File: src/rtl/stl_pkg.sv
// stl_pkg: codes, timing and carrier types for the layer-1 activation machine
package stl_pkg;
   localparam logic [3:0] CMD_DEACTIVATION_REQUEST       = 4'h0;
   localparam logic [3:0] CMD_COMMAND_RESET              = 4'h1;
   localparam logic [3:0] CMD_SINGLE_PULSE_TEST          = 4'h2;
   localparam logic [3:0] CMD_CONTINUOUS_PULSE_TEST      = 4'h3;
   localparam logic [3:0] CMD_RESYNC                     = 4'h4;
   localparam logic [3:0] CMD_ACTIVATION_REQUEST         = 4'h8;
   localparam logic [3:0] CMD_LOOP_ACTIVATION_REQUEST    = 4'hA;
   localparam logic [3:0] CMD_ACTIVATION_INDICATION      = 4'hC;
   localparam logic [3:0] CMD_LOOP_ACTIVATION_INDICATION = 4'hE;
   localparam logic [3:0] CMD_DEACTIVATION_CONFIRM       = 4'hF;
   localparam logic [3:0] IND_TIMING_INDICATION          = 4'h0;
   localparam logic [3:0] IND_RESYNC_INDICATION          = 4'h4;
   localparam logic [3:0] IND_ACTIVATION_REQUEST         = 4'h8;
   localparam logic [3:0] IND_CODE_VIOLATION_REPORT      = 4'hB;
   localparam logic [3:0] IND_ACTIVATION_INDICATION      = 4'hC;
   localparam logic [3:0] IND_DEACTIVATION_INDICATION    = 4'hF;
   localparam logic [5:0] CI_FIRST_BIT   = 6'h1A;
   localparam logic [5:0] CI_LAST_BIT    = 6'h1D;
   localparam logic [5:0] CI_DONE_BIT    = 6'h1E;
   localparam logic [2:0] CV_REPEAT      = 3'h6;
   localparam int SYS_CLK_NS       = 40;
   localparam int DEACT_TIMER_US   = 32000;
   localparam int DEACT_TIMER_CYC  = (DEACT_TIMER_US * 1000) / SYS_CLK_NS;
   localparam int SGL_RATE_HZ      = 2000;
   localparam int SGL_PERIOD_CYC   = 1000000000 / (SGL_RATE_HZ * SYS_CLK_NS);
   localparam int CONT_RATE_HZ     = 96000;
   localparam int CONT_PERIOD_CYC  = 1000000000 / (CONT_RATE_HZ * SYS_CLK_NS);
   localparam int PULSE_NS         = 5208;
   localparam int PULSE_CYC        = (PULSE_NS + SYS_CLK_NS - 1) / SYS_CLK_NS;
   localparam logic [1:0] TX_INFO0 = 2'h0;
   localparam logic [1:0] TX_INFO2 = 2'h1;
   localparam logic [1:0] TX_INFO4 = 2'h2;
   localparam logic [1:0] TX_PULSE = 2'h3;

   typedef enum logic [3:0] {
      ST_RESET    = 4'b0000,
      ST_DEACT    = 4'b0001,
      ST_I0DET    = 4'b0010,
      ST_PACT     = 4'b0011,
      ST_WAIT_SW  = 4'b0100,
      ST_ACTIVE   = 4'b0101,
      ST_LOST_ST  = 4'b0110,
      ST_LOST_UP  = 4'b0111,
      ST_PDEACT   = 4'b1000,
      ST_WAIT_CNF = 4'b1001,
      ST_TEST1    = 4'b1010,
      ST_TEST2    = 4'b1011
   } stl_state_t;

   typedef struct packed {
      logic info0;
      logic info3;
      logic rx_sync;
      logic level;
      logic code_viol;
   } stl_line_t;

   typedef struct packed {
      logic [1:0] info;
      logic       awake_en;
      logic       loop2;
      logic       pulse_p;
      logic       pulse_n;
   } stl_tx_t;
endpackage

File: src/rtl/stl_ci_rx.sv
// stl_ci_rx: frame bit counter and command field receiver with double look
`timescale 1ns/100ps
module stl_ci_rx (
   input  wire logic       sys_clk,
   input  wire logic       sys_rst,
   input  wire logic       dcl,
   input  wire logic       fsc,
   input  wire logic       dd,
   output logic [3:0] code_r,
   output logic       code_vld_r,
   output logic       bit_go_r,
   output logic [5:0] bit_cnt_r,
   output logic       frame_end_r
);
   logic [2:0] m_r;
   logic [2:0] s_r;
   logic       dcl_d_r;
   logic [3:0] shift_r;
   logic [3:0] prev_r;
   logic       have_r;
   logic       rise;
   logic       fall;

   always_ff @(posedge sys_clk) begin
      if (sys_rst) begin
         m_r     <= 3'h0;
         s_r     <= 3'h0;
         dcl_d_r <= 1'b0;
      end else begin
         m_r     <= {dcl, fsc, dd};
         s_r     <= m_r;
         dcl_d_r <= s_r[2];
      end
   end

   assign rise = s_r[2] & ~dcl_d_r;
   assign fall = ~s_r[2] & dcl_d_r;

   always_ff @(posedge sys_clk) begin
      if (sys_rst) begin
         bit_cnt_r   <= 6'h3F;
         bit_go_r    <= 1'b0;
         frame_end_r <= 1'b0;
      end else begin
         bit_go_r    <= rise;
         frame_end_r <= rise && !s_r[1] && bit_cnt_r == stl_pkg::CI_LAST_BIT;
         if (rise) begin
            // saturate so a missing frame sync never wraps into the field
            bit_cnt_r <= s_r[1] ? 6'h0 : (bit_cnt_r == 6'h3F ? 6'h3F : 6'(bit_cnt_r + 6'h1));
         end
      end
   end

   always_ff @(posedge sys_clk) begin
      if (sys_rst) begin
         shift_r    <= 4'h0;
         prev_r     <= 4'h0;
         have_r     <= 1'b0;
         code_r     <= 4'h0;
         code_vld_r <= 1'b0;
      end else begin
         if (fall && bit_cnt_r >= stl_pkg::CI_FIRST_BIT && bit_cnt_r <= stl_pkg::CI_LAST_BIT) begin
            shift_r <= {shift_r[2:0], s_r[0]};
         end
         if (frame_end_r) begin
            prev_r <= shift_r;
            have_r <= 1'b1;
            // the cleared previous code must not pair with a first frame of 0000
            if (have_r && shift_r == prev_r) begin
               code_r     <= shift_r;
               code_vld_r <= 1'b1;
            end
         end
      end
   end
endmodule

File: src/rtl/stl_pulse_gen.sv
// stl_pulse_gen: alternating polarity test pulses at a selectable rate
`timescale 1ns/100ps
module stl_pulse_gen #(
   parameter int SGL_CYC = stl_pkg::SGL_PERIOD_CYC
) (
   input  wire logic sys_clk,
   input  wire logic sys_rst,
   input  wire logic en,
   input  wire logic cont,
   output logic      pos_r,
   output logic      neg_r
);
   logic [15:0] cnt_r;
   logic        pol_r;
   logic [15:0] last;
   logic        on;

   assign last = cont ? 16'(stl_pkg::CONT_PERIOD_CYC - 1) : 16'(SGL_CYC - 1);
   assign on   = en && cnt_r < 16'(stl_pkg::PULSE_CYC);

   always_ff @(posedge sys_clk) begin
      if (sys_rst) begin
         cnt_r <= 16'h0;
         pol_r <= 1'b0;
         pos_r <= 1'b0;
         neg_r <= 1'b0;
      end else begin
         if (!en || cnt_r >= last) begin
            cnt_r <= 16'h0;
         end else begin
            cnt_r <= 16'(cnt_r + 16'h1);
         end
         if (en && cnt_r >= last) begin
            pol_r <= ~pol_r;
         end
         pos_r <= on && pol_r;
         neg_r <= on && !pol_r;
      end
   end
endmodule

File: src/rtl/stl_l1_fsm.sv
// stl_l1_fsm: exchange-side and network-side layer-1 activation state machine
`timescale 1ns/100ps
module stl_l1_fsm #(
   parameter int DEACT_CYC = stl_pkg::DEACT_TIMER_CYC,
   parameter int SGL_CYC   = stl_pkg::SGL_PERIOD_CYC
) (
   input  wire logic              sys_clk,
   input  wire logic              sys_rst,
   input  wire logic              iom_dcl,
   input  wire logic              iom_fsc,
   input  wire logic              iom_dd,
   output logic                   iom_du_o,
   output logic                   iom_du_oe,
   input  wire stl_pkg::stl_line_t line_st,
   input  wire logic              network_termination_mode,
   input  wire logic              code_violation_report_enable,
   output stl_pkg::stl_tx_t       tx_r
);
   stl_pkg::stl_line_t line_m_r;
   stl_pkg::stl_line_t line_s_r;
   logic [1:0]         mode_m_r;
   logic [1:0]         mode_s_r;
   logic               netterm;
   logic               cv_en;
   logic [3:0]         ci_code;
   logic               ci_vld;
   logic               bit_go;
   logic [5:0]         bit_cnt;
   logic               frame_end;
   stl_pkg::stl_state_t st_r;
   stl_pkg::stl_state_t st_nxt;
   logic               loop_r;
   logic [19:0]        deact_cnt_r;
   logic               timer_done;
   logic [2:0]         cv_cnt_r;
   logic [3:0]         ind_nxt;
   logic [3:0]         ind_r;
   logic               pls_p;
   logic               pls_n;

   // line status and strap pins come from the analog front end, not this clock
   always_ff @(posedge sys_clk) begin
      if (sys_rst) begin
         line_m_r <= '0;
         line_s_r <= '0;
         mode_m_r <= 2'h0;
         mode_s_r <= 2'h0;
      end else begin
         line_m_r <= line_st;
         line_s_r <= line_m_r;
         mode_m_r <= {network_termination_mode, code_violation_report_enable};
         mode_s_r <= mode_m_r;
      end
   end

   assign netterm = mode_s_r[1];
   assign cv_en   = mode_s_r[0];

   stl_ci_rx u_rx (
      .sys_clk     (sys_clk),
      .sys_rst     (sys_rst),
      .dcl         (iom_dcl),
      .fsc         (iom_fsc),
      .dd          (iom_dd),
      .code_r      (ci_code),
      .code_vld_r  (ci_vld),
      .bit_go_r    (bit_go),
      .bit_cnt_r   (bit_cnt),
      .frame_end_r (frame_end)
   );

   // commands defined in the current mode; others leave the state alone
   function automatic logic cmd_known(input logic [3:0] c, input logic ntm);
      case (c)
         stl_pkg::CMD_DEACTIVATION_REQUEST,
         stl_pkg::CMD_COMMAND_RESET,
         stl_pkg::CMD_SINGLE_PULSE_TEST,
         stl_pkg::CMD_CONTINUOUS_PULSE_TEST,
         stl_pkg::CMD_ACTIVATION_REQUEST,
         stl_pkg::CMD_LOOP_ACTIVATION_REQUEST,
         stl_pkg::CMD_DEACTIVATION_CONFIRM: return 1'b1;
         stl_pkg::CMD_RESYNC,
         stl_pkg::CMD_ACTIVATION_INDICATION,
         stl_pkg::CMD_LOOP_ACTIVATION_INDICATION: return ntm;
         default: return 1'b0;
      endcase
   endfunction

   function automatic logic cmd_is(input logic [3:0] c);
      return ci_vld && cmd_known(ci_code, netterm) && ci_code == c;
   endfunction

   // commands are levels held by upstream, so each branch is safe to repeat
   always_comb begin
      st_nxt = st_r;
      if (cmd_is(stl_pkg::CMD_COMMAND_RESET)) begin
         st_nxt = stl_pkg::ST_RESET;
      end else if (cmd_is(stl_pkg::CMD_DEACTIVATION_REQUEST) &&
                   st_r != stl_pkg::ST_PDEACT && st_r != stl_pkg::ST_WAIT_CNF) begin
         st_nxt = stl_pkg::ST_PDEACT;
      end else if (cmd_is(stl_pkg::CMD_SINGLE_PULSE_TEST)) begin
         st_nxt = stl_pkg::ST_TEST1;
      end else if (cmd_is(stl_pkg::CMD_CONTINUOUS_PULSE_TEST)) begin
         st_nxt = stl_pkg::ST_TEST2;
      end else begin
         case (st_r)
            stl_pkg::ST_RESET,
            stl_pkg::ST_TEST1,
            stl_pkg::ST_TEST2,
            stl_pkg::ST_WAIT_CNF: begin
               if (cmd_is(stl_pkg::CMD_DEACTIVATION_CONFIRM)) begin
                  st_nxt = stl_pkg::ST_DEACT;
               end
            end
            stl_pkg::ST_DEACT: begin
               if (cmd_is(stl_pkg::CMD_ACTIVATION_REQUEST) ||
                   cmd_is(stl_pkg::CMD_LOOP_ACTIVATION_REQUEST)) begin
                  st_nxt = stl_pkg::ST_PACT;
               end else if (line_s_r.info0) begin
                  st_nxt = netterm ? stl_pkg::ST_I0DET : stl_pkg::ST_PACT;
               end
            end
            stl_pkg::ST_I0DET: begin
               if (cmd_is(stl_pkg::CMD_ACTIVATION_REQUEST) ||
                   cmd_is(stl_pkg::CMD_LOOP_ACTIVATION_REQUEST)) begin
                  st_nxt = stl_pkg::ST_PACT;
               end
            end
            stl_pkg::ST_PACT: begin
               // no timeout here: upstream supervises the INFO 3 wait
               if (line_s_r.info3) begin
                  st_nxt = netterm ? stl_pkg::ST_WAIT_SW : stl_pkg::ST_ACTIVE;
               end
            end
            stl_pkg::ST_WAIT_SW,
            stl_pkg::ST_LOST_UP: begin
               if (cmd_is(stl_pkg::CMD_ACTIVATION_INDICATION)) begin
                  st_nxt = stl_pkg::ST_ACTIVE;
               end
            end
            stl_pkg::ST_ACTIVE: begin
               if (cmd_is(stl_pkg::CMD_RESYNC)) begin
                  st_nxt = stl_pkg::ST_LOST_UP;
               end else if (!line_s_r.rx_sync) begin
                  st_nxt = stl_pkg::ST_LOST_ST;
               end
            end
            stl_pkg::ST_LOST_ST: begin
               if (line_s_r.info3) begin
                  st_nxt = stl_pkg::ST_ACTIVE;
               end
            end
            stl_pkg::ST_PDEACT: begin
               if (line_s_r.info0 || timer_done) begin
                  st_nxt = stl_pkg::ST_WAIT_CNF;
               end
            end
            default: st_nxt = stl_pkg::ST_RESET;
         endcase
      end
   end

   always_ff @(posedge sys_clk) begin
      if (sys_rst) begin
         st_r <= stl_pkg::ST_RESET;
      end else begin
         st_r <= st_nxt;
      end
   end

   // loop 2 closes on the loop command and opens once the line is torn down
   always_ff @(posedge sys_clk) begin
      if (sys_rst) begin
         loop_r <= 1'b0;
      end else if (st_nxt == stl_pkg::ST_RESET || st_nxt == stl_pkg::ST_DEACT ||
                   st_nxt == stl_pkg::ST_PDEACT) begin
         loop_r <= 1'b0;
      end else if (cmd_is(stl_pkg::CMD_LOOP_ACTIVATION_REQUEST) &&
                   (st_r == stl_pkg::ST_DEACT || st_r == stl_pkg::ST_I0DET ||
                    st_r == stl_pkg::ST_PACT)) begin
         loop_r <= 1'b1;
      end else if (cmd_is(stl_pkg::CMD_LOOP_ACTIVATION_INDICATION) && st_r == stl_pkg::ST_ACTIVE) begin
         loop_r <= 1'b1;
      end
   end

   assign timer_done = deact_cnt_r == 20'(DEACT_CYC - 1);

   always_ff @(posedge sys_clk) begin
      if (sys_rst) begin
         deact_cnt_r <= 20'h0;
      end else if (st_r == stl_pkg::ST_PDEACT && !timer_done) begin
         deact_cnt_r <= 20'(deact_cnt_r + 20'h1);
      end else if (st_r != stl_pkg::ST_PDEACT) begin
         deact_cnt_r <= 20'h0;
      end
   end

   // a new violation reloads the count even on the frame that would decrement it
   always_ff @(posedge sys_clk) begin
      if (sys_rst) begin
         cv_cnt_r <= 3'h0;
      end else if (cv_en && line_s_r.code_viol) begin
         cv_cnt_r <= stl_pkg::CV_REPEAT;
      end else if (frame_end && cv_cnt_r != 3'h0) begin
         cv_cnt_r <= 3'(cv_cnt_r - 3'h1);
      end
   end

   always_comb begin
      case (st_r)
         stl_pkg::ST_PDEACT,
         stl_pkg::ST_TEST1,
         stl_pkg::ST_TEST2: ind_nxt = stl_pkg::IND_TIMING_INDICATION;
         stl_pkg::ST_DEACT: begin
            if (netterm && line_s_r.level) begin
               ind_nxt = stl_pkg::IND_TIMING_INDICATION;
            end else begin
               ind_nxt = stl_pkg::IND_DEACTIVATION_INDICATION;
            end
         end
         stl_pkg::ST_I0DET,
         stl_pkg::ST_WAIT_SW: ind_nxt = stl_pkg::IND_ACTIVATION_REQUEST;
         stl_pkg::ST_PACT: begin
            ind_nxt = netterm ? stl_pkg::IND_RESYNC_INDICATION : stl_pkg::IND_ACTIVATION_REQUEST;
         end
         stl_pkg::ST_ACTIVE: begin
            if (cv_cnt_r != 3'h0) begin
               ind_nxt = stl_pkg::IND_CODE_VIOLATION_REPORT;
            end else if (line_s_r.rx_sync) begin
               ind_nxt = stl_pkg::IND_ACTIVATION_INDICATION;
            end else begin
               ind_nxt = stl_pkg::IND_RESYNC_INDICATION;
            end
         end
         stl_pkg::ST_LOST_ST: ind_nxt = stl_pkg::IND_RESYNC_INDICATION;
         stl_pkg::ST_LOST_UP: ind_nxt = stl_pkg::IND_ACTIVATION_INDICATION;
         default: ind_nxt = stl_pkg::IND_DEACTIVATION_INDICATION;
      endcase
   end

   // latch once per frame so the field never changes while it is shifted out
   always_ff @(posedge sys_clk) begin
      if (sys_rst) begin
         ind_r <= stl_pkg::IND_DEACTIVATION_INDICATION;
      end else if (frame_end) begin
         ind_r <= ind_nxt;
      end
   end

   // open drain: only zeros are driven, ones come from the pull-up
   always_ff @(posedge sys_clk) begin
      if (sys_rst) begin
         iom_du_o  <= 1'b0;
         iom_du_oe <= 1'b0;
      end else begin
         iom_du_o <= 1'b0;
         if (bit_go) begin
            iom_du_oe <= bit_cnt >= stl_pkg::CI_FIRST_BIT && bit_cnt <= stl_pkg::CI_LAST_BIT &&
                         !ind_r[2'(stl_pkg::CI_LAST_BIT - bit_cnt)];
         end
      end
   end

   stl_pulse_gen #(
      .SGL_CYC (SGL_CYC)
   ) u_pulse (
      .sys_clk (sys_clk),
      .sys_rst (sys_rst),
      .en      (st_r == stl_pkg::ST_TEST1 || st_r == stl_pkg::ST_TEST2),
      .cont    (st_r == stl_pkg::ST_TEST2),
      .pos_r   (pls_p),
      .neg_r   (pls_n)
   );

   always_ff @(posedge sys_clk) begin
      if (sys_rst) begin
         tx_r <= '0;
      end else begin
         tx_r.awake_en <= st_r != stl_pkg::ST_RESET;
         tx_r.loop2    <= loop_r;
         tx_r.pulse_p  <= pls_p;
         tx_r.pulse_n  <= pls_n;
         case (st_r)
            stl_pkg::ST_PACT,
            stl_pkg::ST_WAIT_SW,
            stl_pkg::ST_LOST_ST,
            stl_pkg::ST_LOST_UP: tx_r.info <= stl_pkg::TX_INFO2;
            stl_pkg::ST_ACTIVE:  tx_r.info <= stl_pkg::TX_INFO4;
            stl_pkg::ST_TEST1,
            stl_pkg::ST_TEST2:   tx_r.info <= stl_pkg::TX_PULSE;
            default:             tx_r.info <= stl_pkg::TX_INFO0;
         endcase
      end
   end
endmodule

File: config.mk
export PLATFORM = sky130hd
export DESIGN_NAME = stl_l1_fsm
export DESIGN_NICKNAME = d
export VERILOG_FILES = /design/src/rtl/stl_pkg.sv /design/src/rtl/stl_ci_rx.sv /design/src/rtl/stl_pulse_gen.sv /design/src/rtl/stl_l1_fsm.sv
export SDC_FILE = /design/constraint.sdc
export NUM_CORES = 1
export LEC_CHECK = 0
export ABC_CLOCK_PERIOD_IN_PS = 5640
export BUFFER_PORTS_ARGS = -buffer_cell sky130_fd_sc_hd__buf_4
export CORE_MARGIN = 5
export CORE_UTILIZATION = 50
export CTS_BUF_LIST = sky130_fd_sc_hd__clkbuf_8
export DETAILED_ROUTE_END_ITERATION = 6
export GPL_TIMING_DRIVEN = 0
export PLACE_DENSITY_LB_ADDON = 0.25
export SLEW_MARGIN = 20
export SYNTH_ARGS = -nofsm -noshare
export SYNTH_HDL_FRONTEND = slang
export SYNTH_SLANG_ARGS = --single-unit
File: constraint.sdc
create_clock -name sys_clk -period 5.64 [get_ports sys_clk]
set_clock_uncertainty 0.05 [all_clocks]
set_input_delay 0.846 -clock sys_clk [delete_from_list [all_inputs] [get_ports sys_clk]]
set_output_delay 0.846 -clock sys_clk [all_outputs]
set_load 0.03 [all_outputs]
# Yosys cells after proc, flatten, opt, wreduce, memory -nomap -nowiden
# Cells that the tools add are included.
# Widths: inputs -> output; s select.
# totals
regBits	101
inputBits	12
output_inout_bits	8
elab_cells	230
# op_classes
add_sub_neg	5
order_cmp	5
n_eq_ne	28
muxes	71
bitwise	5
reduce_logical	77
# op_table
op	n
$mux 4	18
$logic_and 1x1->1	43
$mux 1	41
$eq 4x4->1 const B	10
$mux 20	2
$pmux 4 s8	1
$pmux 4 s7	1
$add 20x1->20 const B	1
$eq 20x20->1 const B	1
$eq 4x3->1 const B	5
$add 16x1->16 const B	1
$eq 4x2->1 const B	4
$ge 16x16->1	1
$lt 16x8->1 const B	1
$mux 14	1
$eq 4x1->1 const B	3
$logic_not 4->1	3
$mux 6	2
$reduce_or 2->1	6
$logic_or 1x1->1	9
$ne 4x4->1 const B	2
$reduce_or 4->1	2
$reduce_or 7->1	1
$add 6x1->6 const B	1
20 further kinds	31

# Depth between registers and ports, before layout
# depth
ltp_word	48
mapped_depth	12

# Hierarchy
# A second synthesis with hierarchy kept.
# unflattened
hier_cells	540
area_unflattened_um2	4916.0
# modules_own_cells
module	n_inst	cells_per_inst	area_per_inst_um2
stl_l1_fsm	1	302	2531.2
stl_ci_rx	1	121	1239.9
stl_pulse_gen	1	117	1144.8

# Worst setup path before layout
# OpenSTA, ideal clock, no wires.
# synth_timing
path_kind	register -> register
from	register st_r[1]
to	register u_pulse.cnt_r[13]
arrival_time_ns	2.819
path_slack_ns	2.707
path_stages_with_launch	13
synth_period_minus_slack_ns	2.933
cell_sequence	dfxtp_1 clkbuf_1 clkbuf_1 nand3_1 inv_1 ha_1 o21a_1 o31a_1 o2111a_1 or4_1 buf_2 buf_6 nor2_1
# synth_via
elab_chain_len	5
elab_cells_between_ends	8
classes_between	order compare (1); eq/ne (2); mux (1); reduce/logical (4)
# synth_rtl
element	line_no	rtl
start, declared	stl_l1_fsm.sv:30	stl_pkg::stl_state_t st_r;
start signal, assigned	stl_l1_fsm.sv:165	st_r <= stl_pkg::ST_RESET;
start signal, assigned	stl_l1_fsm.sv:167	st_r <= st_nxt;
$eq 4x4->1	--	
$mux 14 / $logic_or 1x1->1 (equally long branches)	stl_pulse_gen.sv:18, stl_l1_fsm.sv:270	
$ge 16x16->1 / $logic_not 1->1 (equally long branches)	stl_pulse_gen.sv:28	if (!en || cnt_r >= last) begin
$logic_or 1x1->1 (*)	stl_pulse_gen.sv:28	
$reduce_or 2->1 (no line) (*)	--	
end signal, assigned	stl_pulse_gen.sv:31	cnt_r <= 16'(cnt_r + 16'h1);
end, declared	stl_pulse_gen.sv:13	logic [15:0] cnt_r;
# Mark *: on every way between the ends. The rest lies on a longest branch, timed or not.
# A chain may end at the register's enable or synchronous reset.

# Worst setup path in the final report
# Ends and elaborated chain as after synthesis.

==> results list <==
- The run finished with clean final reports.
- Number of nets in the layout: 577
* Longest Clk Path Bufs: 2
- The detailed router finished its first iteration with 229 violations.
* Max-cap violation count: 0
- Worst-case vdd ir drop: 0.000166 V
- The number of global-route vias before repair is 3529.
- Non-Filler Instances: 665
- Setup violations remaining at the end of the flow were counted as 0.
- Core area: 8810 um2
- Detailed placement ended at an HPWL of 6550 um.
* Hold-fix buffers, CTS: 0
- Worst endpoint required time: 5.89 ns
- For the pin with the worst max-slew slack, the measured transition is 0.627 ns.
- Gate count of the mapped netlist: 522
* Overall via count from detail_route: 3790
- The endpoint identified for the worst register-to-register timing path is u_pulse.cnt_r[13].
* Commonest register cell after synthesis: sky130_fd_sc_hd__dfxtp_1
* Die area: 11200 um2
* Achievable Freq: 287 MHz
- ANT nets after route: 0
- Clock latency reported for the late side of the worst-skew pair: 0.37 ns
- Number of H-tree levels: 3
* Number of buffers inserted by port buffering: 18
* Aggregate routed wire length: 9210 um
- Antenna violations before repair: 0
- Measured against its own limit, the worst slew margin works out to 57.1%.
- For this run, asynchronously set or reset flops after synthesis account for 0%.
* RSZ-0062 raised after global routing: false
* Routed vias/inst: 5.70
* Mapped cell area: 4570 um2
* Clock tree from TritonCTS: built
- Core Util, Final: 57.8%
* Post-synthesis sequential area ratio: 43.8%
- For this run, the detailed router's first-pass iteration total came to 5.
- FF-to-FF path depth: 12
- Summed over all layers, the global routing overflow is 0.
* Area fraction of the dominant cell type after synthesis: 43.8%
- The tree built by TritonCTS fans out to 100 sinks.
- Synth unique cells: 55
- Leak: 1.93 nW
- Area growth from synthesis to layout: 11.3%
* Hold path cells: 1
- Setup slack on the worst reg-to-reg path comes out at 2.16 ns.
- The first global-routing pass estimated 15900 um of wire.
- In this run the core area contains 34 standard-cell rows.
- Average wire per standard cell: 13.8 um
- In the finished design, the share of the clock period the worst path needs comes to 61.7%.
- During synthesis, Yosys emitted a total of 0 warnings.
- Cell area reported after detailed placement: 4850 um2
* Pins Over Slew Limit: 0
* Vertical die dimension: 106 um
- Crit start category: register
* DRC violation count after routing: 0
- PostCTS Resize Cnt: 0
- The worst setup path is captured at a register.
- Weighted congestion reported at the end of routability-driven placement: 0.891
- After clock tree synthesis, the setup repair step added 0 buffers.
- Number of hold violations in the final report: 0
* Post-route cell area: 5090 um2
- Pin count of the biggest net entering global routing: 20
- The worst path needs 3.48 ns of the cycle, external delays included.
- Of all cell types, the one taking the most synthesized area is sky130_fd_sc_hd__dfxtp_1.
- In this run, placement finished with an instance count of 649.
* Diode insertion count for antenna repair: 0
* # IOs: 20
* Final total negative setup slack: 0 ns
- Clock tree synthesis inserted a total of 9 buffers.
- Endpoint arrival time on the critical path: 3.73 ns
* Startpoint of the worst hold path: line_m_r[1]
* Starting density of the core: 51.9%
- Largest fanout on the critical path: 10
- After synthesis, the cell types taking the most area are sky130_fd_sc_hd__dfxtp_1 44%, sky130_fd_sc_hd__nor2_1 5.6%, sky130_fd_sc_hd__nor2b_1 4.2%, sky130_fd_sc_hd__xor2_1 3.8%, sky130_fd_sc_hd__ha_1 3.6%.
- Ranked by instance count, the synthesized netlist is headed by 100 x sky130_fd_sc_hd__dfxtp_1, 68 x sky130_fd_sc_hd__nor2_1, 31 x sky130_fd_sc_hd__nor2b_1.
- Synth Register Bits: 100
- Worst setup path startpoint: st_r[1]
- Total Routing Usage GR: 16.8%
- Clock-pin slew was measured on the worst setup and hold paths at 0.10 ns.
* Buffer type at the clock tree root: sky130_fd_sc_hd__clkbuf_8
- The worst hold path terminates at line_s_r[1].
* Class of the tightest hold or removal check: register to register
- The critical path is of the register to register type.
* Horizontal extent of the die: 106 um
- In this run the power density over the cells is 255 nW/um2.
* Share of cells above drive strength 1: 7.72%
* Top-count cell post-synth: sky130_fd_sc_hd__dfxtp_1
- Worst reg2reg path startpoint: st_r[1]
* Number of synthesized flops with an enable pin: 0
* Mean cell area of the mapped netlist: 8.76 um2
where the power goes:
group	switching (mW)	internal [mW]	total [mW]	leakage, nW
clock network	0.264	0.261	0.525	0.120
registers	0.00635	0.716	0.722	0.811
logic	0.0305	0.0229	0.0534	1.00
cell usage in the layout, fill, tap and decap left out, types with 13 or more instances in the layout:
master / instances
sky130_fd_sc_hd__dfxtp_1: 100
sky130_fd_sc_hd__nor2_1: 68
sky130_fd_sc_hd__nor2b_1: 31
sky130_fd_sc_hd__nand2_1: 29
sky130_fd_sc_hd__a21oi_1: 25
sky130_fd_sc_hd__clkbuf_1: 21
sky130_fd_sc_hd__xor2_1: 20
sky130_fd_sc_hd__nand3_1: 19
sky130_fd_sc_hd__o21ai_0: 19
sky130_fd_sc_hd__buf_4: 19
sky130_fd_sc_hd__mux2i_1: 16
sky130_fd_sc_hd__inv_1: 15
sky130_fd_sc_hd__xnor2_1: 14
sky130_fd_sc_hd__and3_1: 13
sky130_fd_sc_hd__ha_1: 13
how the worst max path moves through the flow:
stage	cells past startpoint	endpoint	slack, ns
after global placement	12	u_pulse.cnt_r[13]	2.26
after global routing	12	u_pulse.cnt_r[8]	1.94
after detailed placement	12	u_pulse.cnt_r[13]	2.21
after floorplan	12	u_pulse.cnt_r[13]	2.71
final	12	u_pulse.cnt_r[13]	2.16
after CTS	12	u_pulse.cnt_r[13]	2.19
flip-flops by register name, indices dropped and copies added (netlist names), 2 cells and up:
signal / cells
u_rx.prev_r: 4
line_m_r: 5
ind_r: 3
u_rx.s_r: 3
u_rx.code_r: 4
deact_cnt_r: 20
mode_s_r: 2
u_pulse.cnt_r: 16
tx_r: 6
st_r: 4
mode_m_r: 2
u_rx.shift_r: 4
u_rx.bit_cnt_r: 6
line_s_r: 5
u_rx.m_r: 3
cv_cnt_r: 3
cells by family (layout without fill, tap and decap cells):
logic type / Yosys count / in the layout / share of synthesized area [%]
and+or+nand+nor: 224 / 224 / 25.5
AOI/OAI and AO/OA: 89 / 89 / 12.8
adders and majority gates: 14 / 14 / 3.78
DFF: 100 / 100 / 43.8
xor gates and xnor gates: 34 / 34 / 6.51
muxes: 16 / 16 / 3.50
buffers and inverters: 44 / 78 / 4.05
other: 1 / 2 / 0.0820
final cells by class:
type | instances | area (um2)
repair buffers | 18 | 135
fillers | 782 | 3720
flip-flops and latches | 100 | 2000
plain buffers | 29 | 129
clock buffers | 9 | 124
multi-input cells | 379 | 2390
well taps | 108 | 135
clock inverters | 7 | 119
inverters | 15 | 56.3
metal layers:
metal / wire [um] / vias to the layer above / global-route usage (%)
li1: - / 1899 / -
met1: 4400 / 1776 / 21.9
met2: 4280 / 99 / 28.1
met3: 395 / 16 / 3.30
met4: 133 / 0 / 5.46
met5: 0 / - / 0
critical path, stage by stage, from the launching register on:
cell,delay (ns)
sky130_fd_sc_hd__dfxtp_1,0.37
sky130_fd_sc_hd__clkbuf_1,0.37
sky130_fd_sc_hd__clkbuf_1,0.43
sky130_fd_sc_hd__nand3_1,0.20
sky130_fd_sc_hd__inv_1,0.20
sky130_fd_sc_hd__ha_1,0.28
sky130_fd_sc_hd__o21a_1,0.11
sky130_fd_sc_hd__o31a_1,0.28
sky130_fd_sc_hd__o2111a_1,0.26
sky130_fd_sc_hd__or4_1,0.46
sky130_fd_sc_hd__buf_2,0.17
sky130_fd_sc_hd__buf_6,0.15
sky130_fd_sc_hd__nor2_1,0.10
per-stage QoR:
step	setup WS (ns)	hold slack [ns]	power [mW]
5_1_grt	1.94	0.419	1.35
2_1_floorplan	2.71	0.364	0.773
6_report	2.16	0.398	1.30
3_5_place_dp	2.21	0.377	0.791
3_3_place_gp	2.26	0.367	0.790
4_1_cts	2.19	0.399	1.32
No activity file was read; power rests on OpenSTA's default activity.
